**src/dcp_pkg.sv**
```systemverilog
// shared constants, offsets and types of the dds control block
`default_nettype none
package dcp_pkg;

  // datapath widths
  localparam int ACC_W  = 28;  // phase accumulator
  localparam int PH_W   = 12;  // phase word
  localparam int WORD_W = 16;  // serial word length
  localparam int HALF_W = 14;  // frequency half carried by one word
  localparam int CNT_W  = $clog2(WORD_W);

  // avalon byte offsets, one 32-bit word each
  localparam logic [4:0] OFS_CTRL    = 5'h00;
  localparam logic [4:0] OFS_FREQ_A  = 5'h04;
  localparam logic [4:0] OFS_FREQ_B  = 5'h08;
  localparam logic [4:0] OFS_PHASE_A = 5'h0c;
  localparam logic [4:0] OFS_PHASE_B = 5'h10;
  localparam logic [4:0] OFS_STATUS  = 5'h14;

  // serial word layout: target in the top two bits
  localparam int         TGT_POS    = 14;
  localparam int         PH_SEL_POS = 13;
  localparam logic [1:0] TGT_CTRL   = 2'h0;
  localparam logic [1:0] TGT_FREQ_A = 2'h1;
  localparam logic [1:0] TGT_FREQ_B = 2'h2;
  localparam logic [1:0] TGT_PHASE  = 2'h3;

  // control word, bit 0 is pin_mode
  typedef struct packed {
    logic freq_half_hi;           // serial freq load goes to upper half
    logic logic_output_source;    // 1 comparator, 0 nco msb
    logic logic_output_enable;    // drive the logic output pin
    logic dac_powerdown_bit;      // dac sleep request
    logic phase_word_select_bit;  // phase word b when set
    logic freq_word_select_bit;   // frequency word b when set
    logic pin_mode;               // selects come from the pins
  } dcp_ctrl_t;

  // pins after synchronisation
  typedef struct packed {
    logic comp;       // comparator result
    logic frame_sync_n;    // frame sync, active low
    logic serial_data_in;  // serial data
    logic sclk;       // serial clock
    logic sleep;      // dac sleep pin
    logic reset;      // datapath reset pin, active high
    logic phase_pin;  // phase word select pin
    logic freq_pin;   // frequency word select pin
  } dcp_pins_t;

  // reset values
  localparam dcp_ctrl_t         CTRL_RST  = '0;
  localparam logic [ACC_W-1:0]  FREQ_RST  = 28'h0;
  localparam logic [PH_W-1:0]   PHASE_RST = 12'h0;
  localparam logic [7:0]        PINS_RST  = 8'h40;  // frame sync idles high

endpackage
`default_nettype wire

```
**src/dcp_serial_rx.sv**
```systemverilog
// three-wire serial word receiver on synchronised pins
`timescale 1ns/1ps
`default_nettype none
module dcp_serial_rx
  import dcp_pkg::*;
(
  input  wire logic              clk_i,
  input  wire logic              rst_b_i,
  input  wire logic              sclk_i,
  input  wire logic              serial_data_in_i,
  input  wire logic              frame_sync_n_i,
  output logic [WORD_W-1:0]      word_o,
  output logic                   word_valid_o
);

  logic              sclk_d;   // previous serial clock
  logic              sync_d;   // previous frame sync
  logic              active;   // inside a frame
  logic [CNT_W-1:0]  cnt;      // bits taken so far
  logic [WORD_W-1:0] shreg;    // msb-first shifter
  logic [4:0]        nfall;    // helper for checks only

  wire sclk_fall   = sclk_d & ~sclk_i;
  wire frame_start = sync_d & ~frame_sync_n_i;
  wire last_bit    = (cnt == CNT_W'(WORD_W - 1));
  wire [WORD_W-1:0] next_shreg = {shreg[WORD_W-2:0], serial_data_in_i};

  // edge detect, count and shift; a short frame is dropped
  always_ff @(posedge clk_i or negedge rst_b_i) begin
    if (!rst_b_i) begin
      sclk_d <= 1'b0;
      sync_d <= 1'b1;
      active <= 1'b0;
      cnt <= '0;
      shreg <= '0;
      word_o <= '0;
      word_valid_o <= 1'b0;
    end else begin
      sclk_d <= sclk_i;
      sync_d <= frame_sync_n_i;
      word_valid_o <= 1'b0;
      if (frame_start) begin
        active <= 1'b1;
        cnt <= '0;
      end else if (frame_sync_n_i) begin
        active <= 1'b0;
      end else if (active && sclk_fall) begin
        shreg <= next_shreg;
        cnt <= cnt + 1'b1;
        if (last_bit) begin
          word_o <= next_shreg;
          word_valid_o <= 1'b1;
          active <= 1'b0;
        end
      end
    end
  end

  // falling edges seen since the frame began
  always_ff @(posedge clk_i or negedge rst_b_i) begin
    if (!rst_b_i) nfall <= '0;
    else if (frame_start) nfall <= '0;
    else if (sclk_fall && !frame_sync_n_i && nfall != 5'h1f) nfall <= nfall + 5'h01;
  end
endmodule
`default_nettype wire

```
**src/dcp_sync.sv**
```systemverilog
// two flip-flop synchroniser for a group of pin inputs
`timescale 1ns/1ps
`default_nettype none
module dcp_sync #(
  parameter int         W   = 1,
  parameter logic [W-1:0] RST = '0
) (
  input  wire logic         clk_i,
  input  wire logic         rst_b_i,
  input  wire logic [W-1:0] d_i,
  output logic      [W-1:0] q_o
);

  logic [W-1:0] meta;  // first stage, read only by q_o

  // plain two-stage shift
  always_ff @(posedge clk_i or negedge rst_b_i) begin
    if (!rst_b_i) begin
      meta <= RST;
      q_o  <= RST;
    end else begin
      meta <= d_i;
      q_o  <= meta;
    end
  end

endmodule
`default_nettype wire

```
**src/dcp_top.sv**
```systemverilog
// dds control logic: pins, serial load, nco and avalon registers
`timescale 1ns/1ps
`default_nettype none
// Operation
// - pin mode: select pin picks frequency word
// - selected phase word added to accumulator
// - reset pin zeroes accumulator and phase
// - reset leaves host registers untouched
// - sleep pin high powers dac down
// - sleep pin or bit powers dac down
// - each serial word is sixteen bits
// - data taken on serial clock falling edge
// - frame sync falling starts a word
// - logic pin driven only when enabled
// - source bit picks comparator or nco msb
// - enable and source connect comparator pin
// - oscillator runs on the master clock
// - 28-bit modulo accumulator adds every cycle the reset pin is low
// - 12-bit phase added to accumulator msbs
// - select pins sampled on master clock rise
module dcp_top
  import dcp_pkg::*;
(
  input  wire logic        clk_i,
  input  wire logic        rst_b_i,
  input  wire logic [4:0]  avs_address_i,
  input  wire logic        avs_read_i,
  input  wire logic        avs_write_i,
  input  wire logic [31:0] avs_writedata_i,
  input  wire logic [3:0]  avs_byteenable_i,
  output logic      [31:0] avs_readdata_o,
  output logic             avs_waitrequest_o,
  input  wire logic        freq_word_select_pin_i,
  input  wire logic        phase_word_select_pin_i,
  input  wire logic        dds_reset_i,
  input  wire logic        sleep_i,
  input  wire logic        serial_clk_i,
  input  wire logic        serial_data_in_i,
  input  wire logic        frame_sync_n_i,
  input  wire logic        comparator_result_i,
  output logic [PH_W-1:0]  phase_o,
  output logic             dac_sleep_o,
  output logic             logic_out_o,
  output logic             logic_out_oe_o,
  output logic             comparator_input_pin_o
);

  // merge a bus write into a word by byte lane
  // lanes left out of the enable keep their old bits
  function automatic logic [31:0] merge_be(
    input logic [31:0] old_v,
    input logic [31:0] new_v,
    input logic [3:0]  be
  );
    logic [31:0] r;
    r = old_v;
    for (int i = 0; i < 4; i++) begin
      if (be[i]) r[i*8 +: 8] = new_v[i*8 +: 8];
    end
    return r;
  endfunction

  // replace one half of a frequency word
  function automatic logic [ACC_W-1:0] put_half(
    input logic [ACC_W-1:0]  old_v,
    input logic              hi,
    input logic [HALF_W-1:0] v
  );
    return hi ? {v, old_v[HALF_W-1:0]} : {old_v[ACC_W-1:HALF_W], v};
  endfunction

  // ---------------- pin synchronisation ----------------

  dcp_pins_t pins_raw;  // pins as they arrive
  dcp_pins_t pins_s;    // pins after two flops
  logic [7:0] pins_q;   // synchroniser output vector

  assign pins_raw = '{comp:      comparator_result_i,
                      frame_sync_n:   frame_sync_n_i,
                      serial_data_in: serial_data_in_i,
                      sclk:      serial_clk_i,
                      sleep:     sleep_i,
                      reset:     dds_reset_i,
                      phase_pin: phase_word_select_pin_i,
                      freq_pin:  freq_word_select_pin_i};

  // every pin, serial clock included, crosses in here
  // a pin that moves close to an edge may land one cycle
  // late; the selects and the link both tolerate that
  dcp_sync #(
    .W   (8),
    .RST (PINS_RST)
  ) u_sync (
    .clk_i   (clk_i),
    .rst_b_i (rst_b_i),
    .d_i     (pins_raw),
    .q_o     (pins_q)
  );

  assign pins_s = dcp_pins_t'(pins_q);

  // ---------------- serial receiver ----------------
  // the link clock is only seen through the synchroniser,
  // so each of its halves must span at least three edges

  logic [WORD_W-1:0] ser_word;   // last complete word
  logic              ser_valid;  // one-cycle pulse per word

  dcp_serial_rx u_rx (
    .clk_i        (clk_i),
    .rst_b_i      (rst_b_i),
    .sclk_i       (pins_s.sclk),
    .serial_data_in_i (pins_s.serial_data_in),
    .frame_sync_n_i   (pins_s.frame_sync_n),
    .word_o       (ser_word),
    .word_valid_o (ser_valid)
  );

  // ---------------- host registers ----------------
  // all of them sit on the master clock; the reset pin
  // never reaches them, only the datapath below

  dcp_ctrl_t        ctrl;     // control word
  logic [ACC_W-1:0] freq_a;   // frequency word a
  logic [ACC_W-1:0] freq_b;   // frequency word b
  logic [PH_W-1:0]  phase_a;  // phase word a
  logic [PH_W-1:0]  phase_b;  // phase word b

  // serial word decode, only whole words arrive here
  wire [1:0] ser_tgt = ser_word[TGT_POS +: 2];
  wire ser_ctrl = ser_valid && ser_tgt == TGT_CTRL;
  wire ser_fa   = ser_valid && ser_tgt == TGT_FREQ_A;
  wire ser_fb   = ser_valid && ser_tgt == TGT_FREQ_B;
  wire ser_ph   = ser_valid && ser_tgt == TGT_PHASE;
  wire ser_pb   = ser_word[PH_SEL_POS];  // phase b target
  wire [HALF_W-1:0] ser_half = ser_word[HALF_W-1:0];

  // avalon handshake: one wait cycle, then the answer
  // waitrequest is combinational, so the master sees it
  // in the very cycle that it raises read or write
  logic ack;  // answer cycle, waitrequest low
  wire  req      = avs_read_i | avs_write_i;
  wire  bus_take = req & ~ack;
  wire  bus_wr   = ack & avs_write_i;

  // bus write decode by byte offset
  wire wr_ctrl = bus_wr && avs_address_i == OFS_CTRL;
  wire wr_fa   = bus_wr && avs_address_i == OFS_FREQ_A;
  wire wr_fb   = bus_wr && avs_address_i == OFS_FREQ_B;
  wire wr_pa   = bus_wr && avs_address_i == OFS_PHASE_A;
  wire wr_pb   = bus_wr && avs_address_i == OFS_PHASE_B;

  // merged bus values per register
  wire [31:0] m_ctrl = merge_be(32'(ctrl), avs_writedata_i, avs_byteenable_i);
  wire [31:0] m_fa = merge_be(32'(freq_a), avs_writedata_i, avs_byteenable_i);
  wire [31:0] m_fb = merge_be(32'(freq_b), avs_writedata_i, avs_byteenable_i);
  wire [31:0] m_pa = merge_be(32'(phase_a), avs_writedata_i, avs_byteenable_i);
  wire [31:0] m_pb = merge_be(32'(phase_b), avs_writedata_i, avs_byteenable_i);

  // next values: a serial word wins over a bus write to
  // the same register, since the serial side cannot wait
  dcp_ctrl_t        next_ctrl;
  logic [ACC_W-1:0] next_freq_a;
  logic [ACC_W-1:0] next_freq_b;
  logic [PH_W-1:0]  next_phase_a;
  logic [PH_W-1:0]  next_phase_b;

  assign next_ctrl = ser_ctrl ? dcp_ctrl_t'(ser_word[$bits(dcp_ctrl_t)-1:0])
                   : wr_ctrl ? dcp_ctrl_t'(m_ctrl[$bits(dcp_ctrl_t)-1:0]) : ctrl;
  assign next_freq_a = ser_fa ? put_half(freq_a, ctrl.freq_half_hi, ser_half)
                     : wr_fa ? m_fa[ACC_W-1:0] : freq_a;
  assign next_freq_b = ser_fb ? put_half(freq_b, ctrl.freq_half_hi, ser_half)
                     : wr_fb ? m_fb[ACC_W-1:0] : freq_b;
  assign next_phase_a = (ser_ph && !ser_pb) ? ser_word[PH_W-1:0]
                      : wr_pa ? m_pa[PH_W-1:0] : phase_a;
  assign next_phase_b = (ser_ph && ser_pb) ? ser_word[PH_W-1:0]
                      : wr_pb ? m_pb[PH_W-1:0] : phase_b;

  // host registers ignore the reset pin on purpose
  always_ff @(posedge clk_i or negedge rst_b_i) begin
    if (!rst_b_i) begin
      ctrl    <= CTRL_RST;
      freq_a  <= FREQ_RST;
      freq_b  <= FREQ_RST;
      phase_a <= PHASE_RST;
      phase_b <= PHASE_RST;
    end else begin
      ctrl    <= next_ctrl;
      freq_a  <= next_freq_a;
      freq_b  <= next_freq_b;
      phase_a <= next_phase_a;
      phase_b <= next_phase_b;
    end
  end

  // ---------------- oscillator datapath ----------------
  // select pins reach the sum two edges after they move
  // and the accumulator one edge later

  logic [ACC_W-1:0] acc;  // phase accumulator

  // word selection, pins or bits as pin_mode says
  wire freq_pick  = ctrl.pin_mode ? pins_s.freq_pin : ctrl.freq_word_select_bit;
  wire phase_pick = ctrl.pin_mode ? pins_s.phase_pin : ctrl.phase_word_select_bit;
  wire [ACC_W-1:0] freq_sel  = freq_pick ? freq_b : freq_a;
  wire [PH_W-1:0]  phase_sel = phase_pick ? phase_b : phase_a;

  // modulo add drops the carry; switching words keeps phase continuous
  // the reset pin zeroes both stages, which the lookup turns
  // into a midscale dac code for as long as it is held
  wire [ACC_W-1:0] next_acc = pins_s.reset ? '0 : acc + freq_sel;
  wire [PH_W-1:0]  next_phase = pins_s.reset ? '0
                              : acc[ACC_W-1 -: PH_W] + phase_sel;

  // accumulator and phase offset stage on the master clock
  always_ff @(posedge clk_i or negedge rst_b_i) begin
    if (!rst_b_i) begin
      acc     <= '0;
      phase_o <= '0;
    end else begin
      acc     <= next_acc;
      phase_o <= next_phase;
    end
  end

  // ---------------- dac sleep and logic output ----------------
  // the routing bit only matters while the pin is enabled;
  // a disabled pin idles low rather than floating

  wire nco_msb  = phase_o[PH_W-1];  // square wave at output rate
  wire comp_tie = ctrl.logic_output_enable & ctrl.logic_output_source;
  wire next_lo  = ctrl.logic_output_source ? pins_s.comp : nco_msb;

  // outputs registered; pin stays low while not driven
  always_ff @(posedge clk_i or negedge rst_b_i) begin
    if (!rst_b_i) begin
      dac_sleep_o            <= 1'b0;
      logic_out_o            <= 1'b0;
      logic_out_oe_o         <= 1'b0;
      comparator_input_pin_o <= 1'b0;
    end else begin
      dac_sleep_o            <= pins_s.sleep | ctrl.dac_powerdown_bit;
      logic_out_o            <= ctrl.logic_output_enable & next_lo;
      logic_out_oe_o         <= ctrl.logic_output_enable;
      comparator_input_pin_o <= comp_tie;
    end
  end

  // ---------------- avalon read path ----------------

  // status: reset pin, dac asleep, comparator, nco msb
  // all four are live views, nothing is latched
  wire [31:0] status_w = {28'h0, nco_msb, pins_s.comp, dac_sleep_o, pins_s.reset};

  // unmapped offsets read as zero, writes to them vanish
  wire [31:0] rd_mux =
      (avs_address_i == OFS_CTRL)    ? 32'(ctrl)    :
      (avs_address_i == OFS_FREQ_A)  ? 32'(freq_a)  :
      (avs_address_i == OFS_FREQ_B)  ? 32'(freq_b)  :
      (avs_address_i == OFS_PHASE_A) ? 32'(phase_a) :
      (avs_address_i == OFS_PHASE_B) ? 32'(phase_b) :
      (avs_address_i == OFS_STATUS)  ? status_w     : 32'h0;

  assign avs_waitrequest_o = req & ~ack;

  // one wait cycle keeps the read mux out of the bus path
  // trade: every access pays a cycle, reads and writes alike
  always_ff @(posedge clk_i or negedge rst_b_i) begin
    if (!rst_b_i) begin
      ack            <= 1'b0;
      avs_readdata_o <= '0;
    end else begin
      ack <= bus_take;
      if (bus_take && avs_read_i) avs_readdata_o <= rd_mux;
    end
  end
endmodule
`default_nettype wire

```
**config.mk**
```make
export PLATFORM = sky130hd
export DESIGN_NAME = dcp_top
export DESIGN_NICKNAME = d
export VERILOG_FILES = /design/src/dcp_pkg.sv /design/src/dcp_serial_rx.sv /design/src/dcp_sync.sv /design/src/dcp_top.sv
export SDC_FILE = /design/constraint.sdc
export NUM_CORES = 1
export LEC_CHECK = 0
export ABC_CLOCK_PERIOD_IN_PS = 4100
export BUFFER_PORTS_ARGS = -buffer_cell sky130_fd_sc_hd__buf_2
export CORE_MARGIN = 2
export CORE_UTILIZATION = 43
export DETAILED_ROUTE_END_ITERATION = 8
export PLACE_DENSITY_LB_ADDON = 0.12
export SLEW_MARGIN = 20
export SYNTH_ARGS = -nofsm -noshare
export SYNTH_HDL_FRONTEND = slang
export SYNTH_SLANG_ARGS = --single-unit
```
**constraint.sdc**
```tcl
create_clock -name clk_i -period 4.1 [get_ports clk_i]
set_input_delay 0 -clock clk_i [delete_from_list [all_inputs] [get_ports clk_i]]
set_output_delay 0 -clock clk_i [all_outputs]
set_load 0.02 [all_outputs]
```
==> flow_summary_export.csv <==
group,metric,value,unit
critical_path,regToRegStartpoint,"ctrl[0]$_DFFE_PN0P_",
placed_design,place.port_buffers,93,
clocking,tritoncts.num_buffers,26,
logic_synthesis,most_used_standard_cell_by_instance_count_after_synthesis,"nand2_1",
critical_path,critPathMaxStageDelay,460,ps
global_route,grt_overflow_total,0,
logic_synthesis,synth_largest_type_area_fraction,47.09,%
placed_design,place_ws,665.3,ps
logic_synthesis,netlist_area,11270,µm²
clocking,cts-root-to-sink-buffers,3,
clocking,clkTransAtPathRegs,60,ps
critical_path,worstRegToRegCells,13,
job,cap_violations,0,
finish,number_of_nets_in_the_finished_design,1438,
timing,worst_pin_slew,970.9,ps
timing,final.period_utilization,84.72,%
clocking,h-tree-depth,1,
timing,final-max-slew-violation-count,0,
logic_synthesis,synth_sequential_area_ratio,47.79,%
logic_synthesis,syn-instance-count,1217,
route,viasPerCell,5.429,
logic_synthesis,synthesis.yosys.warnings,0,
route,avgRoutedWirePerCell,18.67,µm
floorplan,floorplan_row_count,59,
logic_synthesis,yosys.cell_types.count,69,
power,cellLeakagePower,0.006364,µW
critical_path,crit_chain,"mux2i_4 -> buf_12 -> mux2_2 -> ha_1 -> inv_1 -> fa_1 -> nand2b_1 -> a21oi_1 -> o21ai_1 -> a21oi_1 -> nand2b_1 -> a221oi_2 -> mux2_1",
global_route,grt_max_degree,113,
logic_synthesis,synth_largest_area_cell,"dfrtp_1",
global_route,first_global_vias,8952,
placed_design,placedCellCount,1607,
floorplan,design.die.area,27510,µm²
critical_path,critical_path.endpoint_type,"register",
clocking,clock_tree_from_tritoncts,"done",
finish,post-route-cell-area,13380,µm²
power,pwr_density_cell,430.1,nW/µm²
clocking,clkLatencyLatePin,540,ps
route,drc,0,
finish,syn2layout_area_growth,18.74,%
clocking,cts.repair_timing.setup_buffer_count,0,
placed_design,dp_hpwl,22370,µm
timing,timing.final.setup_violations,0,
route,drt_iter0_drc,731,
finish,layout-drive-gt1-share,15.83,%
route,drt_pre_antenna_iters,5,
power,peakVddDrop,0.3099,mV
clocking,holdBufCountCts,41,
critical_path,timing.critical_path.from_type,"register",
critical_path,required_time_of_the_worst_setup_path,4520,ps
route,ant_nets,0,
floorplan,initial_utilization,43.48,%
timing,finalHoldViolCount,0,
logic_synthesis,syn-mean-instance-area,9.257,µm²
critical_path,crit_slowest_cell,"dfrtp_1",
power,report.power.total,5753,µW
hold_path,hp-class,"input port to asynchronous set/reset pin",
route,route.vias.total,9192,
route,total_routed_length,31620,µm
floorplan,io_pins,102,
status,outcome,"finished clean",
placed_design,final_wtd_congestion,0.8409,
critical_path,crit_path_max_fanout,28,
placed_design,dpl_cell_area,12120,µm²
logic_synthesis,synth-seq-cells,215,
clocking,cts_repair_resized_insts,0,
timing,timing.fmax,287.9,MHz
global_route,grt_antenna_before_repair,0,
clocking,clockRootBuffer,"clkbuf_16",
finish,insertedDiodeCount,0,
logic_synthesis,synthFlopType,"dfrtp_1",
floorplan,die_height,165.9,µm
global_route,grt_usage,22.99,%
clocking,cts_sink_cnt,215,
timing,setup_clock_skew_after_layout,17.26,ps
critical_path,worst_r2r_endpoint,"acc[26]$_DFF_PN0_",
critical_path,timing.reg2reg.setup_slack,630,ps
logic_synthesis,ys_top_cells_by_count,"219 x nand2_1, 212 x dfrtp_1, 151 x nor2_1, 117 x a21oi_1, 67 x o21ai_0",
timing,postLayoutSetupSlackWorst,626.4,ps
logic_synthesis,synth_edf_count,0,
logic_synthesis,ys_top_cells_by_area,"dfrtp_1 47%, nand2_1 7.3%, a21oi_1 5.2%, nor2_1 5.0%, ha_1 4.7%",
critical_path,critPathKind,"register to register",
timing,timing.final.crit_period,3474,ps
logic_synthesis,synthArstFlopShare,100.0,%
timing,rsz0062_at_grt,"false",
floorplan,fp.dieW,165.9,µm
timing,max-slew-margin-rel,35.14,%
global_route,grt_pass1_wl,50400,µm
floorplan,core-area,25910,µm²
finish,instances_no_fill,1693,
critical_path,arrival,3890,ps
timing,setup_total_negative_slack,0,ps
how the worst max path moves through the flow:
stage,startpoint,slack [ps],depth (start not counted),to
floorplan,ctrl[0]$_DFFE_PN0P_,750,11,acc[26]$_DFF_PN0_
global placement,ctrl[0]$_DFFE_PN0P_,690,13,acc[26]$_DFF_PN0_
detailed placement,ctrl[0]$_DFFE_PN0P_,670,13,acc[26]$_DFF_PN0_
CTS,ctrl[0]$_DFFE_PN0P_,640,13,acc[26]$_DFF_PN0_
global route,ctrl[0]$_DFFE_PN0P_,460,13,acc[20]$_DFF_PN0_
finish,ctrl[0]$_DFFE_PN0P_,630,13,acc[26]$_DFF_PN0_
worst max-delay path, delay by kind of cell, from the launching register on:
family / cells / cell delay, ps
muxes: 3 / 990
DFF: 1 / 460
adders and majority gates: 2 / 390
and+or+nand+nor: 2 / 380
AOI/OAI and AO/OA: 4 / 820
buffers and inverters: 2 / 310
area by class of cell:
class	instances	area, µm²
Fill cell	2403	12530
Multi-Input combinational cell	928	5594
Sequential cell	215	5384
Timing Repair Buffer	157	1084
Clock buffer	41	798.3
Tap cell	335	419.2
Clock inverter	4	48.80
Inverter	13	48.80
layout by cell type, fill, tap and decap left out, types with 11 or more instances in the layout:
cell           count
nand2_1          219
dfrtp_1          212
nor2_1           151
a21oi_1          116
buf_2             92
o21ai_0           67
a22oi_1           47
ha_1              42
mux2_2            41
dlygate4sd3_1     41
mux2i_1           35
clkbuf_16         27
buf_4             21
a31oi_1           19
xor2_1            18
a21o_1            15
nor2b_1           13
xnor2_1           13
nand3_1           13
inv_1             11
power breakdown:
part	internal [µW]	switching, µW
clock	1390	885
sequential	2330	139
combinational	407	602
metrics by stage:
step                hold WS (ps)  utilization [%]
finish                     85.81            51.62
global route               113.4            51.62
CTS                        96.72            51.62
floorplan                 -295.6                -
global placement           99.42            46.76
detailed placement         95.75            46.77
layer usage:
metal | up-vias | routed length [µm] | global-route usage [%]
met4 | 0 | 1147 | 8.280
li1 | 4506 | - | -
met5 | - | 0 | 0
met1 | 4394 | 14890 | 32.59
met2 | 230 | 13920 | 35.41
met3 | 62 | 1657 | 4.290
sequential cells by signal, indices dropped and copies added, names as in the netlist, 4 cells and up:
register,cells
acc,28
avs_readdata_o,28
freq_a,28
freq_b,28
u_rx.word_o,16
u_rx.shreg,15
phase_a,12
phase_b,12
phase_o,12
u_sync.meta,8
u_sync.q_o,8
ctrl,7
u_rx.cnt,4
cells by family (layout without fill, tap and decap cells):
| logic type | after synthesis | count (layout) | share of synthesized area [%] |
|---|---|---|---|
| adders and majority gates | 44 | 44 | 5.020 |
| DFF | 215 | 215 | 47.79 |
| AOI/OAI and AO/OA | 319 | 319 | 17.44 |
| buffers and inverters | 77 | 215 | 2.954 |
| xor gates and xnor gates | 31 | 31 | 2.410 |
| muxes | 78 | 78 | 7.430 |
| and+or+nand+nor | 452 | 452 | 16.93 |
| other | 1 | 4 | 0.03329 |
(Power assumes the default switching activity.)
